==> config.mk <==
export PLATFORM = sky130hd
export DESIGN_NAME = uart_regmap
export DESIGN_NICKNAME = d
export VERILOG_FILES = /design/src/uart_regmap_pkg.sv /design/src/sync_fifo.sv /design/src/uart_regmap.sv
export VERILOG_INCLUDE_DIRS = /design/src
export SDC_FILE = /design/constraint.sdc
export NUM_CORES = 1
export LEC_CHECK = 0
export BUFFER_PORTS_ARGS = -buffer_cell sky130_fd_sc_hd__buf_2
export CORE_AREA = 2 2 217 155
export CTS_BUF_LIST = sky130_fd_sc_hd__clkbuf_4
export DETAILED_ROUTE_END_ITERATION = 12
export DIE_AREA = 0 0 219 157
export PLACE_DENSITY = 0.78
export SYNTH_ARGS = -nofsm -noshare
export SYNTH_HDL_FRONTEND = slang
export SYNTH_HIERARCHICAL = 1
export SYNTH_SLANG_ARGS = --single-unit
==> constraint.sdc <==
create_clock -name ref_clk_i -period 7.2 [get_ports ref_clk_i]
set_input_delay 0.36 -clock ref_clk_i [delete_from_list [all_inputs] [get_ports ref_clk_i]]
set_output_delay 0.36 -clock ref_clk_i [all_outputs]
set_load 0.01 [all_outputs]
==> src/uart_regmap_defs.svh <==
/*
 * Register offsets, field positions, reset values and trigger levels of the
 * serial element register map with FIFO control.
 * Assumes inclusion by bare name from the package and the design modules.
 */
// Behaviour
// - Locations 0..7; 0 and 1 reach divisor bytes while access bit set.
// - Divisor access select is the top bit of line configuration.
// - Location 2 reads identity, writes FIFO control; control unreadable.
// - Enable bit one turns on both 16-entry FIFOs; zero: single-character.
// - Other FIFO control bits ignored unless the same write sets bit 0.
// - Changing the FIFO enable bit flushes both FIFOs.
// - Bit 1 empties receive FIFO and count, self-clears; shifter kept.
// - Bit 2 empties transmit FIFO and count, self-clears; shifter kept.
// - With FIFOs enabled, bit 3 moves both ready outputs to mode 1.
// - Bits 7:6 pick receive trigger: 1, 4, 8 or 14 bytes.
// - Bits 4 and 5 are reserved and have no function.
// - Data bit 0 is least significant, first shifted out and in.
// - Single-character mode reads zero: timeout, FIFOs-enabled, FIFO error.
// - Identity bits 7:6 set while FIFO enable is set, else clear.
// - Reset clears FIFO control, line config and enables; status 0x60.
`ifndef UART_REGMAP_DEFS_SVH
`define UART_REGMAP_DEFS_SVH

// Register locations
`define ADDR_DATA 3'h0
`define ADDR_ENABLES 3'h1
`define ADDR_IDENT 3'h2
`define ADDR_LINE_CFG 3'h3
`define ADDR_MODEM_CTL 3'h4
`define ADDR_LINE_STAT 3'h5
`define ADDR_MODEM_STAT 3'h6
`define ADDR_SCRATCH 3'h7

// Field positions
`define LCFG_DIV_ACCESS 7
`define FCTL_ENABLE 0
`define FCTL_RX_FLUSH 1
`define FCTL_TX_FLUSH 2
`define FCTL_READY_MODE 3
`define FCTL_TRIG_LO 6
`define FCTL_TRIG_HI 7
`define IEN_RX_DATA 0
`define IEN_TX_EMPTY 1
`define IEN_LINE_STAT 2
`define IEN_MODEM 3

// Reset values
`define RST_LINE_STAT 8'h60
`define RST_BYTE 8'h00
`define RST_DIVISOR 16'h0000

// Identity codes in bits 3:0
`define IDENT_NONE 4'h1
`define IDENT_LINE 4'h6
`define IDENT_RX_DATA 4'h4
`define IDENT_TX_EMPTY 4'h2
`define IDENT_MODEM 4'h0

// Receive trigger levels in bytes
`define TRIG_LVL_0 5'h01
`define TRIG_LVL_1 5'h04
`define TRIG_LVL_2 5'h08
`define TRIG_LVL_3 5'h0e

`endif

==> src/uart_regmap_pkg.sv <==
/*
 * Types shared by the register map and its FIFOs.
 * Assumes the defines header sits in the include path.
 */
package uart_regmap_pkg;

	// One received character with its error flags
	typedef struct packed {
		logic brk;
		logic frame_err;
		logic parity_err;
		logic [7:0] data;
	} rx_word_s;

	// Host bus pins after synchronisation, active high
	typedef struct packed {
		logic sel;
		logic rd;
		logic wr;
		logic [2:0] addr;
		logic [7:0] data;
	} host_pins_s;

	// Programmed FIFO control state
	typedef struct packed {
		logic enable;
		logic ready_mode;
		logic [1:0] trigger;
	} fifo_ctl_s;

endpackage
==> src/sync_fifo.sv <==
/*
 * First-in first-out buffer with registered flags and registered head data.
 * Assumes one clock; flush and single-entry limit come from the same domain.
 */
`timescale 1ns/10ps
module sync_fifo #(
	parameter int WIDTH = 8,
	parameter int DEPTH = 16,
	parameter int CW = $clog2(DEPTH + 1)
) (
	input wire logic ref_clk_i,
	input wire logic reset_n_i,
	input wire logic flush_i,
	input wire logic single_i,
	input wire logic in_valid_i,
	input wire logic [WIDTH-1:0] in_data_i,
	output logic in_ready_o,
	output logic out_valid_o,
	output logic [WIDTH-1:0] out_data_o,
	input wire logic out_ready_i,
	output logic [CW-1:0] count_o
);
	localparam int PW = (DEPTH > 1) ? $clog2(DEPTH) : 1;

	logic [WIDTH-1:0] mem [DEPTH];
	logic [PW-1:0] wr_ptr, rd_ptr, next_wr_ptr, next_rd_ptr;
	logic [CW-1:0] next_count, limit;
	logic next_in_ready, next_out_valid, push, pop;
	logic [WIDTH-1:0] next_out_data;

	// Pointer, count and flag updates
	always_comb begin
		push = in_valid_i & in_ready_o;
		pop = out_ready_i & out_valid_o;
		limit = single_i ? CW'(1) : CW'(DEPTH);
		next_wr_ptr = wr_ptr;
		next_rd_ptr = rd_ptr;
		if (push) begin
			next_wr_ptr = (wr_ptr == PW'(DEPTH - 1)) ? '0 : wr_ptr + 1'b1;
		end
		if (pop) begin
			next_rd_ptr = (rd_ptr == PW'(DEPTH - 1)) ? '0 : rd_ptr + 1'b1;
		end
		next_count = count_o + CW'(push) - CW'(pop);
		if (flush_i) begin
			next_wr_ptr = '0;
			next_rd_ptr = '0;
			next_count = '0;
		end
		next_in_ready = next_count < limit;
		next_out_valid = next_count != '0;
		// Bypass when the new word lands straight at the head
		if (push && !flush_i && wr_ptr == next_rd_ptr) begin
			next_out_data = in_data_i;
		end else begin
			next_out_data = mem[next_rd_ptr];
		end
	end

	// Storage, kept without reset
	always_ff @(posedge ref_clk_i) begin
		if (push) begin
			mem[wr_ptr] <= in_data_i;
		end
	end

	// State registers
	always_ff @(posedge ref_clk_i or negedge reset_n_i) begin
		if (!reset_n_i) begin
			wr_ptr <= '0;
			rd_ptr <= '0;
			count_o <= '0;
			in_ready_o <= 1'b1;
			out_valid_o <= 1'b0;
			out_data_o <= '0;
		end else begin
			wr_ptr <= next_wr_ptr;
			rd_ptr <= next_rd_ptr;
			count_o <= next_count;
			in_ready_o <= next_in_ready;
			out_valid_o <= next_out_valid;
			out_data_o <= next_out_data;
		end
	end
endmodule // sync_fifo

==> src/uart_regmap.sv <==
/*
 * Register map and FIFO control of the serial element: host pin decode,
 * divisor selection, FIFO control, identity and line status, ready pins.
 * Assumes the framing logic feeds received words and drains transmit words
 * on the same clock; host pins are asynchronous and synchronised here.
 */
`timescale 1ns/10ps
`include "uart_regmap_defs.svh"
module uart_regmap import uart_regmap_pkg::*; #(
	parameter int DEPTH = 16
) (
	input wire logic ref_clk_i,
	input wire logic reset_n_i,
	input wire logic cs_n_i,
	input wire logic rd_n_i,
	input wire logic wr_n_i,
	input wire logic [2:0] addr_i,
	input wire logic [7:0] data_i,
	output logic [7:0] data_o,
	output logic data_oe_o,
	input wire logic rx_char_valid_i,
	input wire rx_word_s rx_char_i,
	output logic rx_char_ready_o,
	output logic tx_char_valid_o,
	output logic [7:0] tx_char_o,
	input wire logic tx_char_ready_i,
	input wire logic tx_shift_empty_i,
	input wire logic [7:0] modem_status_i,
	output logic [15:0] baud_divisor_o,
	output logic [7:0] line_configuration_o,
	output logic [5:0] modem_control_o,
	output logic fifo_enabled_o,
	output logic rx_trigger_hit_o,
	output logic receive_ready_out_o,
	output logic transmit_ready_out_o
);
	localparam int CW = $clog2(DEPTH + 1);

	host_pins_s pins_meta, pins, raw_pins;
	logic sel_rd_d, sel_wr_d, rd_pulse, wr_pulse, div_access;
	fifo_ctl_s fifo_ctl, next_fifo_ctl;
	logic rx_flush, tx_flush;
	logic [3:0] interrupt_enables, next_interrupt_enables;
	logic [7:0] next_line_configuration, scratch, next_scratch;
	logic [5:0] next_modem_control;
	logic [15:0] next_baud_divisor;
	logic [7:0] line_status, next_line_status, interrupt_identity, rd_mux;
	logic [7:0] next_data_o;
	logic overrun, next_overrun, rx_err_seen, next_rx_err_seen;
	logic thre_pend, next_thre_pend, tx_empty_d;
	logic next_trig_hit, next_rx_ready_out, next_tx_ready_out;
	logic [CW-1:0] rx_count, trig_level;
	logic rx_valid, rx_pop, tx_in_ready, thr_wr, single;
	rx_word_s rx_head;
	logic [CW-1:0] tx_count;

	// Host pins pass two flip-flops before any decode reads them
	always_comb begin
		raw_pins.sel = ~cs_n_i;
		raw_pins.rd = ~rd_n_i;
		raw_pins.wr = ~wr_n_i;
		raw_pins.addr = addr_i;
		raw_pins.data = data_i;
	end

	always_ff @(posedge ref_clk_i or negedge reset_n_i) begin
		if (!reset_n_i) begin
			pins_meta <= '0;
			pins <= '0;
			sel_rd_d <= 1'b0;
			sel_wr_d <= 1'b0;
		end else begin
			pins_meta <= raw_pins;
			pins <= pins_meta;
			sel_rd_d <= pins.sel & pins.rd;
			sel_wr_d <= pins.sel & pins.wr;
		end
	end

	// Access starts on the leading edge of a selected strobe
	always_comb begin
		rd_pulse = pins.sel & pins.rd & ~sel_rd_d;
		wr_pulse = pins.sel & pins.wr & ~sel_wr_d;
		div_access = line_configuration_o[`LCFG_DIV_ACCESS];
		single = ~fifo_ctl.enable;
		rx_pop = rd_pulse & ~div_access & (pins.addr == `ADDR_DATA);
		thr_wr = wr_pulse & ~div_access & (pins.addr == `ADDR_DATA);
	end

	// Writable registers and FIFO control
	always_comb begin
		next_fifo_ctl = fifo_ctl;
		next_interrupt_enables = interrupt_enables;
		next_line_configuration = line_configuration_o;
		next_modem_control = modem_control_o;
		next_baud_divisor = baud_divisor_o;
		next_scratch = scratch;
		rx_flush = 1'b0;
		tx_flush = 1'b0;
		if (wr_pulse) begin
			case (pins.addr)
				`ADDR_DATA: begin
					if (div_access) begin
						next_baud_divisor[7:0] = pins.data;
					end
				end
				`ADDR_ENABLES: begin
					if (div_access) begin
						next_baud_divisor[15:8] = pins.data;
					end else begin
						next_interrupt_enables = pins.data[3:0];
					end
				end
				`ADDR_IDENT: begin
					// Identity is read-only; this write lands in FIFO control
					next_fifo_ctl.enable = pins.data[`FCTL_ENABLE];
					if (pins.data[`FCTL_ENABLE] != fifo_ctl.enable) begin
						rx_flush = 1'b1;
						tx_flush = 1'b1;
					end
					// Bits 4 and 5 have no function
					if (pins.data[`FCTL_ENABLE]) begin
						next_fifo_ctl.ready_mode = pins.data[`FCTL_READY_MODE];
						next_fifo_ctl.trigger =
							pins.data[`FCTL_TRIG_HI:`FCTL_TRIG_LO];
						if (pins.data[`FCTL_RX_FLUSH]) begin
							rx_flush = 1'b1;
						end
						if (pins.data[`FCTL_TX_FLUSH]) begin
							tx_flush = 1'b1;
						end
					end
				end
				`ADDR_LINE_CFG: begin
					next_line_configuration = pins.data;
				end
				`ADDR_MODEM_CTL: begin
					next_modem_control = pins.data[5:0];
				end
				`ADDR_SCRATCH: begin
					next_scratch = pins.data;
				end
				default: begin
					next_scratch = scratch;
				end
			endcase
		end
	end

	always_ff @(posedge ref_clk_i or negedge reset_n_i) begin
		if (!reset_n_i) begin
			fifo_ctl <= '0;
			interrupt_enables <= '0;
			line_configuration_o <= `RST_BYTE;
			modem_control_o <= '0;
			baud_divisor_o <= `RST_DIVISOR;
			scratch <= `RST_BYTE;
		end else begin
			fifo_ctl <= next_fifo_ctl;
			interrupt_enables <= next_interrupt_enables;
			line_configuration_o <= next_line_configuration;
			modem_control_o <= next_modem_control;
			baud_divisor_o <= next_baud_divisor;
			scratch <= next_scratch;
		end
	end

	// Receive FIFO; bit 0 of each word is the first bit on the line
	sync_fifo #(
		.WIDTH($bits(rx_word_s)),
		.DEPTH(DEPTH)
	) rx_fifo (
		.ref_clk_i(ref_clk_i),
		.reset_n_i(reset_n_i),
		.flush_i(rx_flush),
		.single_i(single),
		.in_valid_i(rx_char_valid_i),
		.in_data_i(rx_char_i),
		.in_ready_o(rx_char_ready_o),
		.out_valid_o(rx_valid),
		.out_data_o(rx_head),
		.out_ready_i(rx_pop),
		.count_o(rx_count)
	);

	// Transmit FIFO, drained by the transmit shift logic
	sync_fifo #(
		.WIDTH(8),
		.DEPTH(DEPTH)
	) tx_fifo (
		.ref_clk_i(ref_clk_i),
		.reset_n_i(reset_n_i),
		.flush_i(tx_flush),
		.single_i(single),
		.in_valid_i(thr_wr),
		.in_data_i(pins.data),
		.in_ready_o(tx_in_ready),
		.out_valid_o(tx_char_valid_o),
		.out_data_o(tx_char_o),
		.out_ready_i(tx_char_ready_i),
		.count_o(tx_count)
	);

	// Status flags; a new event wins over a clearing read
	always_comb begin
		next_overrun = overrun;
		next_rx_err_seen = rx_err_seen;
		next_thre_pend = thre_pend;
		if (rd_pulse && pins.addr == `ADDR_LINE_STAT) begin
			next_overrun = 1'b0;
			next_rx_err_seen = 1'b0;
		end
		if (rx_char_valid_i && !rx_char_ready_o) begin
			next_overrun = 1'b1;
		end
		if (rx_char_valid_i && rx_char_ready_o &&
			(rx_char_i.brk | rx_char_i.frame_err | rx_char_i.parity_err)) begin
			next_rx_err_seen = 1'b1;
		end
		if (thr_wr || (rd_pulse && pins.addr == `ADDR_IDENT &&
			interrupt_identity[3:0] == `IDENT_TX_EMPTY)) begin
			next_thre_pend = 1'b0;
		end
		if (!tx_char_valid_o && !tx_empty_d) begin
			next_thre_pend = 1'b1;
		end
		next_line_status = {fifo_ctl.enable & rx_err_seen,
			~tx_char_valid_o & tx_shift_empty_i, ~tx_char_valid_o,
			rx_valid & rx_head.brk, rx_valid & rx_head.frame_err,
			rx_valid & rx_head.parity_err, overrun, rx_valid};
	end

	always_ff @(posedge ref_clk_i or negedge reset_n_i) begin
		if (!reset_n_i) begin
			overrun <= 1'b0;
			rx_err_seen <= 1'b0;
			thre_pend <= 1'b0;
			tx_empty_d <= 1'b1;
			line_status <= `RST_LINE_STAT;
		end else begin
			overrun <= next_overrun;
			rx_err_seen <= next_rx_err_seen;
			thre_pend <= next_thre_pend;
			tx_empty_d <= ~tx_char_valid_o;
			line_status <= next_line_status;
		end
	end

	// Identity: highest pending source, FIFO mode marks in bits 7:6
	always_comb begin
		interrupt_identity = {{2{fifo_ctl.enable}}, 2'b00, `IDENT_NONE};
		if (interrupt_enables[`IEN_LINE_STAT] && |line_status[4:1]) begin
			interrupt_identity[3:0] = `IDENT_LINE;
		end else if (interrupt_enables[`IEN_RX_DATA] &&
			(fifo_ctl.enable ? rx_trigger_hit_o : rx_valid)) begin
			interrupt_identity[3:0] = `IDENT_RX_DATA;
		end else if (interrupt_enables[`IEN_TX_EMPTY] && thre_pend) begin
			interrupt_identity[3:0] = `IDENT_TX_EMPTY;
		end else if (interrupt_enables[`IEN_MODEM] && |modem_status_i[3:0]) begin
			interrupt_identity[3:0] = `IDENT_MODEM;
		end
	end

	// Read data; FIFO control itself never reaches the bus
	always_comb begin
		case (pins.addr)
			`ADDR_DATA: rd_mux = div_access ? baud_divisor_o[7:0] : rx_head.data;
			`ADDR_ENABLES: rd_mux = div_access ? baud_divisor_o[15:8] :
				{4'h0, interrupt_enables};
			`ADDR_IDENT: rd_mux = interrupt_identity;
			`ADDR_LINE_CFG: rd_mux = line_configuration_o;
			`ADDR_MODEM_CTL: rd_mux = {2'b00, modem_control_o};
			`ADDR_LINE_STAT: rd_mux = line_status;
			`ADDR_MODEM_STAT: rd_mux = modem_status_i;
			`ADDR_SCRATCH: rd_mux = scratch;
			default: rd_mux = 8'h00;
		endcase
		next_data_o = rd_pulse ? rd_mux : data_o;
	end

	// Trigger compare and ready pins
	always_comb begin
		case (fifo_ctl.trigger)
			2'b00: trig_level = CW'(`TRIG_LVL_0);
			2'b01: trig_level = CW'(`TRIG_LVL_1);
			2'b10: trig_level = CW'(`TRIG_LVL_2);
			default: trig_level = CW'(`TRIG_LVL_3);
		endcase
		next_trig_hit = fifo_ctl.enable & (rx_count >= trig_level);
		if (fifo_ctl.enable && fifo_ctl.ready_mode) begin
			next_rx_ready_out = rx_trigger_hit_o |
				(receive_ready_out_o & rx_valid);
			next_tx_ready_out = tx_in_ready;
		end else begin
			next_rx_ready_out = rx_valid;
			next_tx_ready_out = (tx_count == '0);
		end
	end

	always_ff @(posedge ref_clk_i or negedge reset_n_i) begin
		if (!reset_n_i) begin
			data_o <= 8'h00;
			data_oe_o <= 1'b0;
			fifo_enabled_o <= 1'b0;
			rx_trigger_hit_o <= 1'b0;
			receive_ready_out_o <= 1'b0;
			transmit_ready_out_o <= 1'b1;
		end else begin
			data_o <= next_data_o;
			data_oe_o <= pins.sel & pins.rd;
			fifo_enabled_o <= next_fifo_ctl.enable;
			rx_trigger_hit_o <= next_trig_hit;
			receive_ready_out_o <= next_rx_ready_out;
			transmit_ready_out_o <= next_tx_ready_out;
		end
	end
endmodule // uart_regmap

==> metrics.cfg <==
[outcome]
outcome = completed

[yosys]
yosys_register_bits = 451
synth_top_area_share_pct = 47.56
netlist_area_sq_um = 19190
async_reset_ff_share_pct = 32.59
synth_edf_count = 304
yosys_warnings = 6
synth-main-ff-cell = edfxtp_1
synthCells = 1430
ys_seq_area_share_pct = 66.76
synth_nets = 1496
yosysMostFrequentCell = edfxtp_1
synth_cell_types = 77
yosysTopAreaCell = edfxtp_1
avgSynthCellArea_sq_um = 13.42
synth.top_cells.by_area = edfxtp_1 48%, dfrtp_1 19%, nand2_1 4.1%
synthTopCellsByCount = 304 x edfxtp_1, 208 x nand2_1, 142 x dfrtp_1

[layout]
fin_cells = 2106
synthToLayoutAreaGrowth_pct = 12.36
final_nets = 1657
layout-drive-gt1-share_pct = 22.29

[pwr]
peakVddDrop_uv = 239.0
leakagePower_nw = 8.357
power_density_nw_per_um2 = 348.7
power_mw = 7.520

[clock_tree]
cts_root_buf = clkbuf_4
cts.sinks = 451
clockBufferDepth = 3
cts.reportedPaths.clkPinSlew_ns = 0.07
cts_made_buffers = 105
ctsResizeCount = 0
h-tree-depth = 3
cts_tree = built
clkLatencyLatePin_ns = 0.76

[worst_setup_path]
worstSetupEndpointType = flop
worstSetupPathType = reg -> reg
cp_max_fo = 65
required_ns = 7.86
reg2reg_slack_ns = 2.08
crit_path_start_kind = flop
worstPathArrival_ns = 5.78

[sta]
fin_crit_sh_pct = 71.10
hold_viol = 0
setup_viol = 0
fin_crit_ns = 5.119
fin_worst_skew_ns = 0.04543
rsz0062_at_grt = no
maxSlewHeadroom_pct = 15.58
tightest_slew_ns = 1.257
slew_violations = 0
max_freq_mhz = 195.3
fin_setup_tns_ns = 0

[die]
initial_core_util_pct = 59.86
num_rows = 55
design.die.area_sq_um = 34380
die_w_microns = 219
pin_count = 91
die_h_microns = 157
core-area_sq_um = 32070

[global_routing]
overflow = 0
grt_max_degree = 83
grt_pass1_vias = 12650
grt_pass1_wl_mm = 70.93
grt.total_usage_pct = 27.15
antenna_found_initial = 1

[route]
ant_nets = 0
highest_layer = met4
met2_length_mm = 19.97
dr.pass1.iters = 8
drc = 0
wl_met3_mm = 3.792
post_drt_wl_per_cell_microns = 21.52
drt-met1-wl_mm = 20.67
drt_wl_total_mm = 45.33
drt-initial-drc-count = 1334
viasPerCell = 6.037
dr_total_vias = 12710

[place]
place.gp.congestion = 0.8695
io_buffer_count = 90
hpwlAfterDp_mm = 28.84
dp.cells = 1882

[min_path]
min_path_type = in -> reg

[flow_run]
drv_cap = 0

-- logic make-up after synthesis --
| family | count (synthesis) | share of synthesized area [%] |
|---|---|---|
| AO/OA/AOI/OAI | 270 | 10.21 |
| XOR/XNOR | 17 | 0.8148 |
| adder cells (fa/ha/maj) | 28 | 1.903 |
| buffers and inverters | 121 | 3.051 |
| flip-flops | 451 | 66.76 |
| multiplexers | 108 | 6.401 |
| AND/OR/NAND/NOR | 435 | 10.87 |
-- worst max-delay path: stages, from the launching register on --
cell and delay (ns):
dfrtp_1 0.67, and2b_1 0.37, and2b_1 0.23, nand2_1 0.10
nor2_1 0.15, o21a_1 0.44, inv_1 0.20, nand4_1 0.12
buf_4 0.59, inv_2 0.62, xnor2_1 0.32, nand4_1 0.44
o21a_1 0.47, a221oi_2 0.29
-- per-stage QoR --
step                      utilization [%]  worst slack [ns]  area (sq um)  hold WS (ns)
final                               67.25             2.081         21570       0.06052
after global routing                67.25             1.603         21570       0.04748
after CTS                           67.25             2.163         21560       0.01010
after detailed placement            61.99             2.187         19880        0.3355
after global placement              61.99             2.317         19880        0.3311
after floorplan                         -             3.733         19190       0.06441
-- registers in the layout, summed over array words and instances, names as in the netlist, 8 cells and up --
signal and cells:
pins_meta 14, baud_divisor_o 16, rx_fifo/mem 176, pins 14
data_o 8, scratch 8, line_status 8, line_configuration_o 8
rx_fifo/out_data_o 11, tx_fifo/out_data_o 8, tx_fifo/mem 128
-- path summary, 6_finish.rpt --
check	cells after the start	end	start
max	13	tx_fifo/out_data_o[4]	pins[8]
min	4	data_o[0]	modem_status_i[2]
max reg2reg	13	tx_fifo/out_data_o[4]	pins[8]
min reg2reg	0	pins[5]	pins_meta[5]
max in group asynchronous	3	baud_divisor_o[5]	reset_n_i
min in group asynchronous	2	pins_meta[1]	reset_n_i
-- power by group --
group / internal [mW] / switching [mW] / total, mW
Sequential: 3.04 / 0.248 / 3.29
Combinational: 0.838 / 1.33 / 2.17
Clock: 1.08 / 0.984 / 2.07
Total: 4.96 / 2.56 / 7.52
-- placed cells by master, fill, tap and decap left out, types with 16 or more instances in the layout --
cell type | synthesis | routed
a21oi_1 | 113 | 113
a22o_1 | 19 | 19
and2_1 | 27 | 27
and3_1 | 19 | 19
buf_2 | 25 | 89
buf_4 | 8 | 18
clkbuf_4 | 0 | 158
clkinv_1 | 0 | 23
dfrtp_1 | 142 | 142
dlygate4sd3_1 | 0 | 29
edfxtp_1 | 304 | 304
ha_1 | 26 | 26
inv_1 | 34 | 34
mux2_1 | 29 | 29
mux2_2 | 48 | 48
mux2i_1 | 25 | 25
nand2_1 | 208 | 208
nand3_1 | 48 | 48
nor2_1 | 43 | 43
nor3_1 | 17 | 17
o21ai_0 | 17 | 16
-- per-layer routing --
layer  vias to the layer above  GRT usage [%]
met5                         -              0
met4                         0          8.430
met3                        74          5.353
met2                       599          39.17
met1                      6337          41.82
li1                       5703              -
-- timing repair --
| item | 4_1_cts | 5_1_grt |
|---|---|---|
| hold buffers | 29 | 0 |
| setup buffers | 0 | 0 |
| hold endpoints to repair | 260 | 0 |
-- final cells by class --
type	instances	area, sq um
inverters	38	145.1
flip-flops and latches	451	12810
clock buffers	158	1186
well taps	427	534.3
diodes	1	2.502
fillers	2320	10500
repair buffers	137	882.1
clock inverters	36	207.7
multi-input cells	858	5796
No activity file was read; power rests on OpenSTA's default activity.
